===== config.mk =====
export PLATFORM = sky130hd
export DESIGN_NAME = plc_gpio_cfg
export DESIGN_NICKNAME = d
export VERILOG_FILES = /design/src/hdl/plc_gpio_cfg.v /design/src/hdl/plc_pin_cell.v /design/src/hdl/plc_pad_drive.v
export VERILOG_INCLUDE_DIRS = /design/src /design/src/hdl
export SDC_FILE = /design/constraint.sdc
export NUM_CORES = 1
export LEC_CHECK = 0
export ABC_AREA = 1
export BUFFER_PORTS_ARGS = -buffer_cell sky130_fd_sc_hd__buf_2
export CORE_AREA = 5 5 323 325
export DETAILED_ROUTE_END_ITERATION = 7
export DIE_AREA = 0 0 328 330
export GPL_ROUTABILITY_DRIVEN = 1
export PLACE_DENSITY = 0.53
export SETUP_SLACK_MARGIN = 0.3
export SYNTH_ARGS = -nofsm -noshare
export SYNTH_HDL_FRONTEND = slang
export SYNTH_SLANG_ARGS = --single-unit

===== constraint.sdc =====
create_clock -name clk_sys_i -period 20 [get_ports clk_sys_i]
set_clock_uncertainty 0.05 [all_clocks]
set_input_delay 1 -clock clk_sys_i [delete_from_list [all_inputs] [get_ports clk_sys_i]]
set_output_delay 1 -clock clk_sys_i [all_outputs]
set_load 0.01 [all_outputs]

===== src/hdl/plc_consts.vh =====
`ifndef PLC_CONSTS_VH
`define PLC_CONSTS_VH

// register offsets on the configuration port
`define PLC_OFF_PIN_SELECT    8'h00
`define PLC_OFF_PIN_CFG_ONE   8'h01
`define PLC_OFF_PIN_CFG_TWO   8'h03
`define PLC_OFF_LOCK_CTL      8'h04
`define PLC_OFF_DOUT_BASE     8'h10
`define PLC_OFF_DOUT_LAST     8'h16

// geometry
`define PLC_NUM_PORTS         7
`define PLC_NUM_SLOTS         56
`define PLC_EV_PORT_A         1
`define PLC_EV_PORT_B         4

// pin_config_one fields
`define PLC_BIT_OUT_ENA       0
`define PLC_BIT_PUSH_PULL     1
`define PLC_BIT_PULLUP        2
`define PLC_BIT_LOCK          3
`define PLC_BIT_EV_TYPE       4
`define PLC_BIT_EV_POL        5
`define PLC_BIT_EV_DBNC       6

// pin_select fields
`define PLC_SEL_PORT_MSB      6
`define PLC_SEL_PORT_LSB      4
`define PLC_SEL_PIN_MSB       2
`define PLC_SEL_PIN_LSB       0
`define PLC_SEL_MASK          8'h77

// serial_bus_lock_control fields
`define PLC_BIT_LOCK_SCOPE    0
`define PLC_BIT_GLOBAL_UNLOCK 1
`define PLC_LOCK_CTL_MASK     8'h03

// pin_config_two writable field (bits 6-4)
`define PLC_CFG2_MSB          6
`define PLC_CFG2_LSB          4

// reset values
`define PLC_SEL_RST           8'h00
`define PLC_LOCK_CTL_RST      8'h00
`define PLC_EV_RST            3'h4
`define PLC_EV_NONE           3'h0
`define PLC_CFG2_RST          3'h0
`define PLC_RD_IDLE           8'h00

`endif


===== src/hdl/plc_gpio_cfg.v =====
`timescale 1ns/10ps
`include "plc_consts.vh"

module plc_gpio_cfg (
  // clock and reset
  input  wire        clk_sys_i,
  input  wire        rst_i,
  // register port
  input  wire [7:0]  addr_i,
  input  wire [7:0]  wr_data_i,
  input  wire        wr_i,
  input  wire        rd_i,
  output reg  [7:0]  rd_data_o,
  // supply resets, synchronous levels
  input  wire        vdd_rst_i,
  input  wire        vsb_rst_i,
  // pads, index port*8+pin
  output wire [55:0] pad_o,
  output wire [55:0] pad_oe_n_o,
  output wire [55:0] pullup_en_o,
  // event controls, port 4 high byte, port 1 low byte
  output wire [15:0] ev_debounce_o,
  output wire [15:0] ev_polarity_o,
  output wire [15:0] ev_level_o
);

  // number of pins on a port
  function integer port_width;
    input integer port;
    begin
      case (port)
        0, 1, 2, 3, 4: port_width = 8;
        5:             port_width = 6;
        6:             port_width = 5;
        default:       port_width = 0;
      endcase
    end
  endfunction

  // pull-up reset per pin, code is port*10+pin
  function pu_reset;
    input integer code;
    begin
      pu_reset = ((code >= 20) && (code <= 21)) || ((code >= 26) && (code <= 27)) ||
                 ((code >= 30) && (code <= 37)) || ((code >= 40) && (code <= 42)) ||
                 ((code >= 51) && (code <= 53)) || (code == 64);
    end
  endfunction

  function pin_exists;
    input [2:0] port;
    input [2:0] pin;
    begin
      pin_exists = ({29'h0, pin} < port_width({29'h0, port}));
    end
  endfunction

  // register map decode, shared by the write strobes and the read mux
  localparam [2:0] REG_NONE = 3'h0;
  localparam [2:0] REG_SEL  = 3'h1;
  localparam [2:0] REG_CFG1 = 3'h2;
  localparam [2:0] REG_CFG2 = 3'h3;
  localparam [2:0] REG_LOCK = 3'h4;
  localparam [2:0] REG_DOUT = 3'h5;

  function [2:0] reg_decode;
    input [7:0] addr;
    begin
      case (addr)
        `PLC_OFF_PIN_SELECT:  reg_decode = REG_SEL;
        `PLC_OFF_PIN_CFG_ONE: reg_decode = REG_CFG1;
        `PLC_OFF_PIN_CFG_TWO: reg_decode = REG_CFG2;
        `PLC_OFF_LOCK_CTL:    reg_decode = REG_LOCK;
        default: begin
          if ((addr >= `PLC_OFF_DOUT_BASE) && (addr <= `PLC_OFF_DOUT_LAST)) begin
            reg_decode = REG_DOUT;
          end else begin
            reg_decode = REG_NONE;
          end
        end
      endcase
    end
  endfunction

  reg  [7:0] pin_select_q;
  reg  [7:0] lock_ctl_q;
  reg  [7:0] rd_d;

  wire [2:0] sel_port_w = pin_select_q[`PLC_SEL_PORT_MSB:`PLC_SEL_PORT_LSB];
  wire [2:0] sel_pin_w  = pin_select_q[`PLC_SEL_PIN_MSB:`PLC_SEL_PIN_LSB];
  wire [5:0] sel_idx_w  = {sel_port_w, sel_pin_w};
  wire       sel_ok_w   = pin_exists(sel_port_w, sel_pin_w);
  wire [2:0] reg_w       = reg_decode(addr_i);
  wire [2:0] dout_port_w = addr_i[2:0];

  wire       wr_sel_w  = wr_i && (reg_w == REG_SEL);
  wire       wr_lock_w = wr_i && (reg_w == REG_LOCK);
  wire       wr_cfg1_w = wr_i && (reg_w == REG_CFG1) && sel_ok_w;
  wire       wr_cfg2_w = wr_i && (reg_w == REG_CFG2) && sel_ok_w;
  wire       wr_dout_w = wr_i && (reg_w == REG_DOUT);

  // lock release: chosen supply reset or global unlock
  wire       lock_clr_w = lock_ctl_q[`PLC_BIT_GLOBAL_UNLOCK] |
                          (lock_ctl_q[`PLC_BIT_LOCK_SCOPE] ? vsb_rst_i : vdd_rst_i);

  wire [7:0]  cfg1_w [0:55];
  wire [7:0]  cfg2_w [0:55];
  wire [55:0] dout_w;
  wire [55:0] ev_dbnc_w;
  wire [55:0] ev_pol_w;
  wire [55:0] ev_type_w;

  // one output data write strobe and one readback byte per port
  wire [`PLC_NUM_PORTS-1:0] dout_port_wr_w;
  wire [7:0]                dout_byte_w [0:`PLC_NUM_PORTS-1];

  genvar gq;
  generate
    for (gq = 0; gq < `PLC_NUM_PORTS; gq = gq + 1) begin : g_port_bus
      assign dout_port_wr_w[gq] = wr_dout_w && (dout_port_w == gq);
      assign dout_byte_w[gq]    = dout_w[gq * 8 +: 8];
    end
  endgenerate

  genvar gp;
  genvar gn;
  generate
    for (gp = 0; gp < `PLC_NUM_PORTS + 1; gp = gp + 1) begin : g_port
      for (gn = 0; gn < 8; gn = gn + 1) begin : g_pin
        if ((gp < `PLC_NUM_PORTS) && (gn < port_width(gp))) begin : g_real
          localparam [0:0] EVC = ((gp == `PLC_EV_PORT_A) || (gp == `PLC_EV_PORT_B)) ? 1'b1 : 1'b0;
          wire       hit_w = (sel_idx_w == gp * 8 + gn);
          wire [2:0] evo_w;
          plc_pin_cell #(
            .EV_CAP (EVC),
            .PU_RST (pu_reset(gp * 10 + gn))
          ) u_cell (
            .clk_sys_i  (clk_sys_i),
            .rst_i      (rst_i),
            .cfg1_wr_i  (wr_cfg1_w && hit_w),
            .cfg2_wr_i  (wr_cfg2_w && hit_w),
            .dout_wr_i  (dout_port_wr_w[gp]),
            .wdata_i    (wr_data_i),
            .dout_bit_i (wr_data_i[gn]),
            .lock_clr_i (lock_clr_w),
            .cfg1_o     (cfg1_w[gp * 8 + gn]),
            .cfg2_o     (cfg2_w[gp * 8 + gn]),
            .dout_o     (dout_w[gp * 8 + gn])
          );
          plc_pad_drive #(
            .HOLD_PU    ((gp * 10 + gn) == 64)
          ) u_drive (
            .clk_sys_i  (clk_sys_i),
            .rst_i      (rst_i),
            .cfg1_i     (cfg1_w[gp * 8 + gn]),
            .dout_i     (dout_w[gp * 8 + gn]),
            .vsb_rst_i  (vsb_rst_i),
            .pad_o      (pad_o[gp * 8 + gn]),
            .pad_oe_n_o (pad_oe_n_o[gp * 8 + gn]),
            .pullup_o   (pullup_en_o[gp * 8 + gn]),
            .ev_o       (evo_w)
          );
          assign ev_dbnc_w[gp * 8 + gn] = evo_w[2];
          assign ev_pol_w[gp * 8 + gn]  = evo_w[1];
          assign ev_type_w[gp * 8 + gn] = evo_w[0];
        end else if (gp < `PLC_NUM_PORTS) begin : g_absent
          // no pad behind this slot, pad outputs parked in flops
          reg pad_q;
          reg pad_oe_n_q;
          reg pullup_q;
          always @(posedge clk_sys_i or posedge rst_i) begin
            if (rst_i) begin
              pad_q      <= 1'b0;
              pad_oe_n_q <= 1'b1;
              pullup_q   <= 1'b0;
            end else begin
              pad_q      <= 1'b0;
              pad_oe_n_q <= 1'b1;
              pullup_q   <= 1'b0;
            end
          end
          assign cfg1_w[gp * 8 + gn]      = 8'h00;
          assign cfg2_w[gp * 8 + gn]      = 8'h00;
          assign dout_w[gp * 8 + gn]      = 1'b0;
          assign pad_o[gp * 8 + gn]       = pad_q;
          assign pad_oe_n_o[gp * 8 + gn]  = pad_oe_n_q;
          assign pullup_en_o[gp * 8 + gn] = pullup_q;
          assign ev_dbnc_w[gp * 8 + gn]   = 1'b0;
          assign ev_pol_w[gp * 8 + gn]    = 1'b0;
          assign ev_type_w[gp * 8 + gn]   = 1'b0;
        end
      end
    end
  endgenerate

  // event controls exist on the two event-capable ports only
  generate
    for (gq = 0; gq < 8; gq = gq + 1) begin : g_ev_map
      assign ev_debounce_o[gq]     = ev_dbnc_w[`PLC_EV_PORT_A * 8 + gq];
      assign ev_debounce_o[gq + 8] = ev_dbnc_w[`PLC_EV_PORT_B * 8 + gq];
      assign ev_polarity_o[gq]     = ev_pol_w[`PLC_EV_PORT_A * 8 + gq];
      assign ev_polarity_o[gq + 8] = ev_pol_w[`PLC_EV_PORT_B * 8 + gq];
      assign ev_level_o[gq]        = ev_type_w[`PLC_EV_PORT_A * 8 + gq];
      assign ev_level_o[gq + 8]    = ev_type_w[`PLC_EV_PORT_B * 8 + gq];
    end
  endgenerate

  // control registers
  always @(posedge clk_sys_i or posedge rst_i) begin
    if (rst_i) begin
      pin_select_q <= `PLC_SEL_RST;
      lock_ctl_q   <= `PLC_LOCK_CTL_RST;
    end else begin
      if (wr_sel_w) begin
        pin_select_q <= wr_data_i & `PLC_SEL_MASK;
      end
      if (wr_lock_w) begin
        lock_ctl_q <= wr_data_i & `PLC_LOCK_CTL_MASK;
      end
    end
  end

  // read data, valid the cycle after the strobe
  always @* begin
    rd_d = `PLC_RD_IDLE;
    case (reg_w)
      REG_SEL:  rd_d = pin_select_q;
      REG_CFG1: rd_d = sel_ok_w ? cfg1_w[sel_idx_w] : 8'h00;
      REG_CFG2: rd_d = sel_ok_w ? cfg2_w[sel_idx_w] : 8'h00;
      REG_LOCK: rd_d = lock_ctl_q;
      REG_DOUT: rd_d = dout_byte_w[dout_port_w];
      default:  rd_d = `PLC_RD_IDLE;
    endcase
  end

  always @(posedge clk_sys_i or posedge rst_i) begin
    if (rst_i) begin
      rd_data_o <= `PLC_RD_IDLE;
    end else begin
      rd_data_o <= rd_i ? rd_d : `PLC_RD_IDLE;
    end
  end

endmodule // plc_gpio_cfg


===== src/hdl/plc_pin_cell.v =====
`timescale 1ns/10ps
`include "plc_consts.vh"

module plc_pin_cell #(
  parameter [0:0] EV_CAP = 1'b0,
  parameter [0:0] PU_RST = 1'b0
) (
  // clock and reset
  input  wire       clk_sys_i,
  input  wire       rst_i,
  // write strobes for this pin
  input  wire       cfg1_wr_i,
  input  wire       cfg2_wr_i,
  input  wire       dout_wr_i,
  input  wire [7:0] wdata_i,
  input  wire       dout_bit_i,
  // lock release
  input  wire       lock_clr_i,
  // state
  output wire [7:0] cfg1_o,
  output wire [7:0] cfg2_o,
  output wire       dout_o
);

  reg [2:0] ev_q;
  reg       lock_q;
  reg       pu_q;
  reg       pp_q;
  reg       oe_q;
  reg [2:0] cfg2_q;
  reg       dout_q;

  always @(posedge clk_sys_i or posedge rst_i) begin
    if (rst_i) begin
      ev_q   <= EV_CAP ? `PLC_EV_RST : `PLC_EV_NONE;
      lock_q <= 1'b0;
      pu_q   <= PU_RST;
      pp_q   <= 1'b0;
      oe_q   <= 1'b0;
      cfg2_q <= `PLC_CFG2_RST;
      dout_q <= 1'b0;
    end else begin
      // release wins over a same-cycle set
      if (lock_clr_i) begin
        lock_q <= 1'b0;
      end else if (cfg1_wr_i && wdata_i[`PLC_BIT_LOCK]) begin
        lock_q <= 1'b1;
      end
      if (cfg1_wr_i && EV_CAP) begin
        ev_q <= wdata_i[`PLC_BIT_EV_DBNC:`PLC_BIT_EV_TYPE];
      end
      if (cfg1_wr_i && !lock_q) begin
        pu_q <= wdata_i[`PLC_BIT_PULLUP];
        pp_q <= wdata_i[`PLC_BIT_PUSH_PULL];
        oe_q <= wdata_i[`PLC_BIT_OUT_ENA];
      end
      if (cfg2_wr_i && !lock_q) begin
        cfg2_q <= wdata_i[`PLC_CFG2_MSB:`PLC_CFG2_LSB];
      end
      if (dout_wr_i && !lock_q) begin
        dout_q <= dout_bit_i;
      end
    end
  end

  // reserved bits read zero
  assign cfg1_o = {1'b0, (EV_CAP ? ev_q : `PLC_EV_NONE), lock_q, pu_q, pp_q, oe_q};
  assign cfg2_o = {1'b0, cfg2_q, 4'h0};
  assign dout_o = dout_q;

endmodule // plc_pin_cell


===== src/hdl/plc_pad_drive.v =====
`timescale 1ns/10ps
`include "plc_consts.vh"

module plc_pad_drive #(
  parameter [0:0] HOLD_PU = 1'b0
) (
  // clock and reset
  input  wire       clk_sys_i,
  input  wire       rst_i,
  // pin state
  input  wire [7:0] cfg1_i,
  input  wire       dout_i,
  input  wire       vsb_rst_i,
  // pad and event controls
  output reg        pad_o,
  output reg        pad_oe_n_o,
  output reg        pullup_o,
  output reg  [2:0] ev_o
);

  wire pp_w = cfg1_i[`PLC_BIT_PUSH_PULL];
  wire oe_w = cfg1_i[`PLC_BIT_OUT_ENA];

  always @(posedge clk_sys_i or posedge rst_i) begin
    if (rst_i) begin
      pad_o      <= 1'b0;
      pad_oe_n_o <= 1'b1;
      pullup_o   <= 1'b0;
      ev_o       <= `PLC_EV_NONE;
    end else begin
      // open-drain only ever drives low
      pad_o      <= pp_w & dout_i;
      pad_oe_n_o <= ~(oe_w & (pp_w | ~dout_i));
      pullup_o   <= cfg1_i[`PLC_BIT_PULLUP] & ~(HOLD_PU & vsb_rst_i);
      ev_o       <= cfg1_i[`PLC_BIT_EV_DBNC:`PLC_BIT_EV_TYPE];
    end
  end

endmodule // plc_pad_drive


---- Word level (Yosys, flattened, before mapping) ----
Index checks and enable logic that the tools add are counted.
storage, ports and cells
  flip-flop bits (word level) ............. 673
  input bits .............................. 22
  output and inout port bits .............. 224
  logic and storage cells ................. 1,376
cells by class
  order comparisons ....................... 5
  equal/unequal tests ..................... 70
  muxes and demuxes ....................... 119
  bitwise logic cells ..................... 260
  reductions and logical operators ........ 428
operators by type and width
  kind                                           count
  logical AND 1 bit                              321
  == test 6 bit, second input constant           19
  bitwise AND 1 bit                              103
  two-way mux 1 bit                              103
  inverter 1 bit                                 103
  nonzero test 2 bit                             51
  binary-select mux 8 bit (select 6 bit)         2
  == test 6 x 5 -> 1 bit, second input constant  16
  two-way mux 8 bit                              9
  bitwise OR 1 bit                               52
  logical NOT 1 bit                              51
  == test 6 x 4 -> 1 bit, second input constant  8
  case mux 8 bit (5 select lines)                1
  < comparator 3 x 32 -> 1 bit                   1
  binary-select mux 8 bit (select 3 bit)         1
  == test 3 bit, second input constant           8
  == test 6 x 3 -> 1 bit, second input constant  4
  == test 3 x 2 -> 1 bit, second input constant  6
  == test 6 x 2 -> 1 bit, second input constant  2
  case mux 3 bit (4 select lines)                1
  case mux 4 bit (3 select lines)                1
  == test 3 x 1 -> 1 bit, second input constant  3
  == test 8 x 1 -> 1 bit, second input constant  1
  == test 8 x 2 -> 1 bit, second input constant  1
  13 further kinds                               14

---- Longest topological paths before layout ----
  depth after elaboration ................. 11
  depth in mapped cells ................... 16
  mapped depth without buffers ............ 14

---- By module ----
From an unflattened synthesis, not the netlist that was laid out.
second synthesis, totals
  cell total of the unflattened synthesis .. 5,741
  area total of the unflattened synthesis .. 42,690.9 um2
modules (own cells, without submodules)
  module                                                 instances  cells an instance  area each (um2)  seq. area each (um2)
  plc_gpio_cfg                                           1          2,366              9,990.8          400.4
  plc_pad_drive (g_port[0].g_pin[0].g_real.u_drive ...)  50         12                 173.9            151.4
  plc_pin_cell (g_port[0].g_pin[0].g_real.u_cell ...)    19         51                 439.2            200.2
  plc_pin_cell (g_port[2].g_pin[0].g_real.u_cell ...)    16         51                 440.4            201.4
  plc_pin_cell (g_port[1].g_pin[0].g_real.u_cell ...)    13         61                 526.8            276.5
  plc_pin_cell (g_port[4].g_pin[0].g_real.u_cell ...)    3          61                 528.0            277.8
  plc_pad_drive (g_port[6].g_pin[4].g_real.u_drive)      1          14                 181.4            151.4

---- Worst setup path after synthesis ----
Ideal clock, no wire load.
  kind .................................... in2reg
  start ................................... in addr_i[1]
  end ..................................... reg g_port[4].g_pin[5].g_real.u_cell.pp_q
  library setup time ...................... 133 ps
  arrival time ............................ 2,443 ps
  required time ........................... 19,817 ps
  path slack .............................. 17,374 ps
  cell stages on the path ................. 11
  path buffers ............................ 1
  cell sequence ........................... inv_1 > nand2_1 > nor3_2 > inv_2 > nor2_4 > nand2_4 > buf_12 > nor2_8 > nand2_2 > nand2_1 > o21ai_0
between the ends
  cells in the longest elaborated chain, start to end .. 9
  elaborated cells between the ends (all ways) .. 14
  those cells by class .................... order compare (2); eq/ne (4); mux (2); reduce/logical (6)
RTL lines
  item                                                                                                                    line                text
  start, declared                                                                                                         plc_gpio_cfg.v:9    input wire [7:0] addr_i,
  greater-or-equal comparator 8 x 5 -> 1 bit (no line) / less-or-equal comparator 8 x 5 -> 1 bit (equally long branches)  n/a
  logical AND 1 bit                                                                                                       plc_gpio_cfg.v:75   if ((addr >= `PLC_OFF_DOUT_BASE) && (addr <= `PLC_OFF_DOUT_LAST)) begin
  two-way mux 3 bit                                                                                                       plc_gpio_cfg.v:75
  case mux 3 bit (4 select lines) *                                                                                       plc_gpio_cfg.v:69   case (addr)
  == test 3 x 2 -> 1 bit *                                                                                                plc_gpio_cfg.v:98   wire wr_cfg1_w = wr_i && (reg_w == REG_CFG1) && sel_ok_w;
  logical AND 1 bit * (2 in series)                                                                                       plc_gpio_cfg.v:98
  logical AND 1 bit *                                                                                                     plc_gpio_cfg.v:140  .cfg1_wr_i (wr_cfg1_w && hit_w),
  logical AND 1 bit *                                                                                                     plc_pin_cell.v:52   if (cfg1_wr_i && !lock_q) begin
  end signal, assigned                                                                                                    plc_pin_cell.v:54   pp_q <= wdata_i[`PLC_BIT_PUSH_PULL];
  end, declared                                                                                                           plc_pin_cell.v:28   reg pp_q;
Mark *: on every way between the ends. The rest lies on a longest branch, timed or not.
A chain may end at the register's enable or synchronous reset.

---- Final worst setup path ----
  start ................................... reg pin_select_q[6]
  end ..................................... reg g_port[3].g_pin[3].g_real.u_cell.pp_q
between the ends
  cells in the longest elaborated chain, start to end .. 7
  elaborated cells between the ends (all ways) .. 14
  those cells by class .................... order compare (1); eq/ne (7); mux (1); reduce/logical (5)
RTL lines
  item                                                  line                text
  start, declared                                       plc_gpio_cfg.v:85   reg [7:0] pin_select_q;
  start signal, assigned                                plc_gpio_cfg.v:211  pin_select_q <= `PLC_SEL_RST;
  start signal, assigned                                plc_gpio_cfg.v:215  pin_select_q <= wr_data_i & `PLC_SEL_MASK;
  == test 3 x 1 -> 1 bit, or another cell as far along  plc_gpio_cfg.v:31   case (port)
  OR reduction 5 bit                                    plc_gpio_cfg.v:31
  case mux 4 bit (3 select lines)                       plc_gpio_cfg.v:31
  < comparator 3 x 32 -> 1 bit                          plc_gpio_cfg.v:54   pin_exists = ({29'h0, pin} < port_width({29'h0, port}));
  logical AND 1 bit                                     plc_gpio_cfg.v:98
  logical AND 1 bit *                                   plc_gpio_cfg.v:140
  logical AND 1 bit *                                   plc_pin_cell.v:52
  end signal, assigned                                  plc_pin_cell.v:54
  end, declared                                         plc_pin_cell.v:28
Marks and branches as above.

==> parameters.txt <==
Parameter                              Value

Logic synthesis
  Cell area after synthesis ... between 0.03 and 0.04 mm2
  Dominant cell type by area after synthesis ... sky130_fd_sc_hd__dfrtp_1
  Gate count of the mapped netlist ... 3602
  Number of enable flip-flop cells after synthesis ... 0
  Post-synthesis sequential element count ... 673
  Primary FF master, synth ... sky130_fd_sc_hd__dfrtp_1
  Fraction of the yosys area taken by sequential cells ... around 56%
  Top cell type's share of synthesized area ... 48.8%
  Most area-consuming cells after synthesis ... sky130_fd_sc_hd__dfrtp_1 49%, sky130_fd_sc_hd__nand2_1 15%, sky130_fd_sc_hd__o21ai_0 7.8%, sky130_fd_sc_hd__dfstp_2 7.5%, sky130_fd_sc_hd__buf_4 4.2%
  Mean instance size in the synthesized netlist ... ~8.4 um2
  Synth Warn # ... 0
  Distinct cell type count of the synthesized netlist ... 37
  Async SR Flop Fraction ... 100%

STA
  Worst hold slack after final layout ... between 0.3 and 0.4 ns
  RSZ-0062 raised after global routing ... no
  Max_slew headroom ... 24.8%
  Slew at the pin closest to its max-slew limit ... about 1.1 ns
  Post-layout minimum cycle time ... 4.16 ns
  Final-report max-slew violation count ... 0
  Fmax achieved ... about 240 MHz
  Setup Total Neg Slack ... 0 ns
  Post-route fraction of the period consumed by the critical path ... 20.8%
  Hold violation count in the final report ... 0
  Setup violation total in the final timing report ... 0

GRT
  Remaining global-route overflow ... 0
  Maximum number of pins on one net before global-route repair ... 144
  First-pass GRT wire length ... approximately 160 mm
  Number of global-route vias before repair ... ~23000
  Antenna violations before repair ... 9
  Global-route total usage across every layer ... 19.2%

Min path
  Hold Path Sink ... g_port[4].g_pin[3].g_real.u_drive.ev_o[0]$_DFF_PP0_
  Class of the worst hold path ... reg2reg
  Startpoint of the tightest hold check path ... g_port[4].g_pin[3].g_real.u_cell.ev_q[0]$_DFFE_PP0N_
  Hold Path Cell Cnt ... 0

Pwr
  Power share of the combinational group ... 6.1%
  Share of power burned in registers ... 46.0%
  Clock share of power ... 47.9%
  Worst vdd ir ... 0.0000599 V
  Power per Cell Area ... 88.1 mW/mm2
  Pint ... 0.00227 W
  Leakage power summed over all cells ... 16.4 nW
  NetSw ... 0.000746 W
  Switching power share of the total ... 24.8%

Clock network
  Cts-stage hold buffer count ... 0
  Reg clk slew, reported paths ... ~0.060 ns
  Clock buffer count from CTS ... 73
  Number of instances resized during post-cts repair ... 0
  Clock Root Buffer ... sky130_fd_sc_hd__clkbuf_16
  Worst-case clock buffer depth ... 3
  TritonCTS sink count ... 673
  H-tree levels ... 3
  CTS tree ... built
  Buffers inserted during post-CTS setup optimization ... 0
  Source-to-sink clock delay at the later pin of the worst-skew pair ... 0.64 ns

Placement
  Port Buffer Count ... 230
  Final estimated routing congestion in global placement ... 0.930
  Placed instance count ... 4951
  Detail Placement HPWL ... 72.9 mm

Critical path
  RR Endpoint ... g_port[3].g_pin[3].g_real.u_cell.pp_q$_DFFE_PP0P_
  RR Startpoint ... pin_select_q[6]$_DFFE_PP0P_
  Depth of the critical timing path with buffers and inverters included ... 13
  Cell-by-cell trace of the critical path ... nand2_2 -> inv_2 -> nand2_1 -> and2_1 -> ha_1 -> a21boi_0 -> nand2_1 -> nand2_2 -> nor3_4 -> buf_4 -> nand3_1 -> nand2_1 -> o21ai_0
  Worst setup startpoint ... pin_select_q[6]$_DFFE_PP0P_
  Capturing element type of the critical path ... register
  Critical Path Slowest Stage Cell ... sky130_fd_sc_hd__nor3_4
  Kind of critical path ... reg2reg
  Setup slack of the worst register-to-register path ... 15.84 ns
  Category of cells accounting for the largest share of critical-path delay ... simple AND/OR/NAND/NOR gates
  Kind of start point of the critical path ... register
  Reg2reg path depth ... 13
  Count of buffer and inverter cells on the critical path ... 2
  Crit path DAT ... roughly 4.6 ns
  Peak fanout along the critical path ... 51
  Data required time at the worst endpoint ... approximately 20 ns
  Cell mode on critical path ... sky130_fd_sc_hd__nand2_1
  Highest cell delay on the worst timing path ... 0.73 ns

Floorplanning
  Starting Density ... 29.8%
  Core Footprint ... 0.101 mm2
  Horiz. Die Dim ... 328 um
  Boundary Pins ... 246
  Cell Rows ... 117
  Chip height ... 330 um
  Die area ... 0.108 mm2

Cells and area
  Area growth syn-to-layout ... 13.6%
  Top library cells by usage in the layout, fill and taps aside ... 1200 x sky130_fd_sc_hd__nand2_1, 586 x sky130_fd_sc_hd__dfrtp_1, 472 x sky130_fd_sc_hd__o21ai_0, 305 x sky130_fd_sc_hd__nor2_1, 277 x sky130_fd_sc_hd__inv_1
  Post-layout instance count excluding filler cells ... between 5000 and 6000
  Most frequent standard cell in the layout excluding fill and tap cells ... sky130_fd_sc_hd__nand2_1
  Number of fillers in the final layout ... 10536
  FF+latch area ... ~0.017 mm2
  Share of post-route cells with drive strength above 1 ... 14.6%
  Area used by multi-input combinational logic ... 0.0104 mm2
  Number of nets in the finished design ... around 3700

Outcome
  Outcome ... complete, no violations

Routing
  Routed via count divided by cell count ... 4.72
  Number of nets with antenna violations after detailed routing ... 0
  Final Routed Wirelength ... 106 mm
  DRC violations left ... 0
  Average wire per cell in the routed design ... 20.8 um
  Number of vias in the routed layout ... roughly 24000
  Drt first pass iters ... 5
  Number of DRC violations after detailed-routing iteration 0 ... 2168

Job
  Max-cap violation count ... 0
[kinds of logic (layout without fill, tap and decap cells)]
group                    count (synthesis)  count (layout)  synth area share (%)
AO/OA/AOI/OAI                          644             644                  11.3
adder cells (fa/ha/maj)                  2               2                0.0831
other                                    2              19                0.0249
AND/OR/NAND/NOR                       1680            1680                  22.7
flip-flops                             673             673                  56.3
buffers and inverters                  601             705                  9.72
[stage by stage]
stage	cell area (um2)	power (W)	util [%]	setup WS (ns)
floorplan	30200	0.00151	-	9.82
global placement	31600	0.00159	31.3	15.58
detailed placement	31600	0.00159	31.3	15.49
CTS	34200	0.00305	33.8	15.97
global route	34200	0.00312	33.8	15.67
finish	34200	0.00301	33.8	15.84
[layer usage]
| metal | global-route usage [%] | routed length (um) |
|---|---|---|
| met5 | 0 | 23 |
| met4 | 9.16 | 5210 |
| met2 | 29.5 | 46700 |
| met3 | 4.83 | 8460 |
| met1 | 25.5 | 45500 |
[cell type report]
class,count,share of cell area [%]
tap,1368,5.00
sequential,673,49.6
inverter,294,3.24
timing repair buffer,275,4.39
multi-input combinational,2341,30.3
clock inverter,33,1.35
clock buffer,103,6.17
antenna,4,0.0293
[cell usage after synthesis, types with 6 or more instances]
| cell | number |
|---|---|
| sky130_fd_sc_hd__a21oi_1 | 89 |
| sky130_fd_sc_hd__a22oi_1 | 6 |
| sky130_fd_sc_hd__a31oi_1 | 20 |
| sky130_fd_sc_hd__buf_1 | 20 |
| sky130_fd_sc_hd__buf_2 | 20 |
| sky130_fd_sc_hd__buf_4 | 168 |
| sky130_fd_sc_hd__clkbuf_1 | 98 |
| sky130_fd_sc_hd__dfrtp_1 | 587 |
| sky130_fd_sc_hd__dfstp_2 | 86 |
| sky130_fd_sc_hd__inv_1 | 284 |
| sky130_fd_sc_hd__nand2_1 | 1203 |
| sky130_fd_sc_hd__nand2_2 | 13 |
| sky130_fd_sc_hd__nand3_1 | 40 |
| sky130_fd_sc_hd__nand4_1 | 51 |
| sky130_fd_sc_hd__nor2_1 | 311 |
| sky130_fd_sc_hd__nor2_4 | 6 |
| sky130_fd_sc_hd__nor2_8 | 10 |
| sky130_fd_sc_hd__nor3_1 | 34 |
| sky130_fd_sc_hd__nor3_2 | 6 |
| sky130_fd_sc_hd__o21a_1 | 30 |
| sky130_fd_sc_hd__o21ai_0 | 472 |
| sky130_fd_sc_hd__o22ai_1 | 13 |
[power groups by stage]
stage | sequential, W | combinational (W) | clock [W]
after floorplan | 0.00140 | 0.000108 | 0
after global placement | 0.00141 | 0.000181 | 0
after detailed placement | 0.00141 | 0.000182 | 0
after CTS | 0.00139 | 0.000182 | 0.00148
after global routing | 0.00139 | 0.000200 | 0.00153
final | 0.00139 | 0.000183 | 0.00144
[worst register-to-register path, cell delays in order (launching register included)]
cell and delay (ns):
sky130_fd_sc_hd__dfrtp_1 0.44, sky130_fd_sc_hd__nand2_2 0.21, sky130_fd_sc_hd__inv_2 0.29, sky130_fd_sc_hd__nand2_1 0.10
sky130_fd_sc_hd__and2_1 0.15, sky130_fd_sc_hd__ha_1 0.26, sky130_fd_sc_hd__a21boi_0 0.12, sky130_fd_sc_hd__nand2_1 0.12
sky130_fd_sc_hd__nand2_2 0.18, sky130_fd_sc_hd__nor3_4 0.73, sky130_fd_sc_hd__buf_4 0.73, sky130_fd_sc_hd__nand3_1 0.40
sky130_fd_sc_hd__nand2_1 0.12, sky130_fd_sc_hd__o21ai_0 0.09
[flip-flops by register name, indices dropped and copies added, names as in the netlist]
| name | cells |
|---|---|
| g_port.g_pin.g_real.u_drive.ev_o | 48 |
| g_port.g_pin.g_real.u_cell.dout_o | 51 |
| rd_data_o | 8 |
| pin_select_q | 6 |
| g_port.g_pin.g_real.u_drive.pad_oe_n_o | 51 |
| g_port.g_pin.g_real.u_drive.pullup_o | 51 |
| g_port.g_pin.g_real.u_cell.ev_q | 48 |
| g_port.g_pin.g_real.u_cell.lock_q | 51 |
| g_port.g_pin.g_real.u_cell.cfg2_q | 153 |
| g_port.g_pin.g_real.u_drive.pad_o | 51 |
| g_port.g_pin.g_real.u_cell.pp_q | 51 |
| g_port.g_pin.g_real.u_cell.oe_q | 51 |
| lock_ctl_q | 2 |
| g_port.g_pin.g_real.u_cell.pu_q | 51 |
[how the worst max path moves through the flow]
stage	slack, ns	endpoint
after detailed placement	15.49	g_port[5].g_pin[1].g_real.u_cell.oe_q$_DFFE_PP0P_
after CTS	15.97	g_port[5].g_pin[1].g_real.u_cell.pp_q$_DFFE_PP0P_
after floorplan	9.82	g_port[0].g_pin[0].g_real.u_cell.cfg2_q[0]$_DFFE_PP0P_
final	15.84	g_port[3].g_pin[3].g_real.u_cell.pp_q$_DFFE_PP0P_
after global routing	15.67	g_port[5].g_pin[1].g_real.u_cell.pp_q$_DFFE_PP0P_
after global placement	15.58	g_port[3].g_pin[3].g_real.u_cell.pp_q$_DFFE_PP0P_
Power figures use the tool's default switching activity.
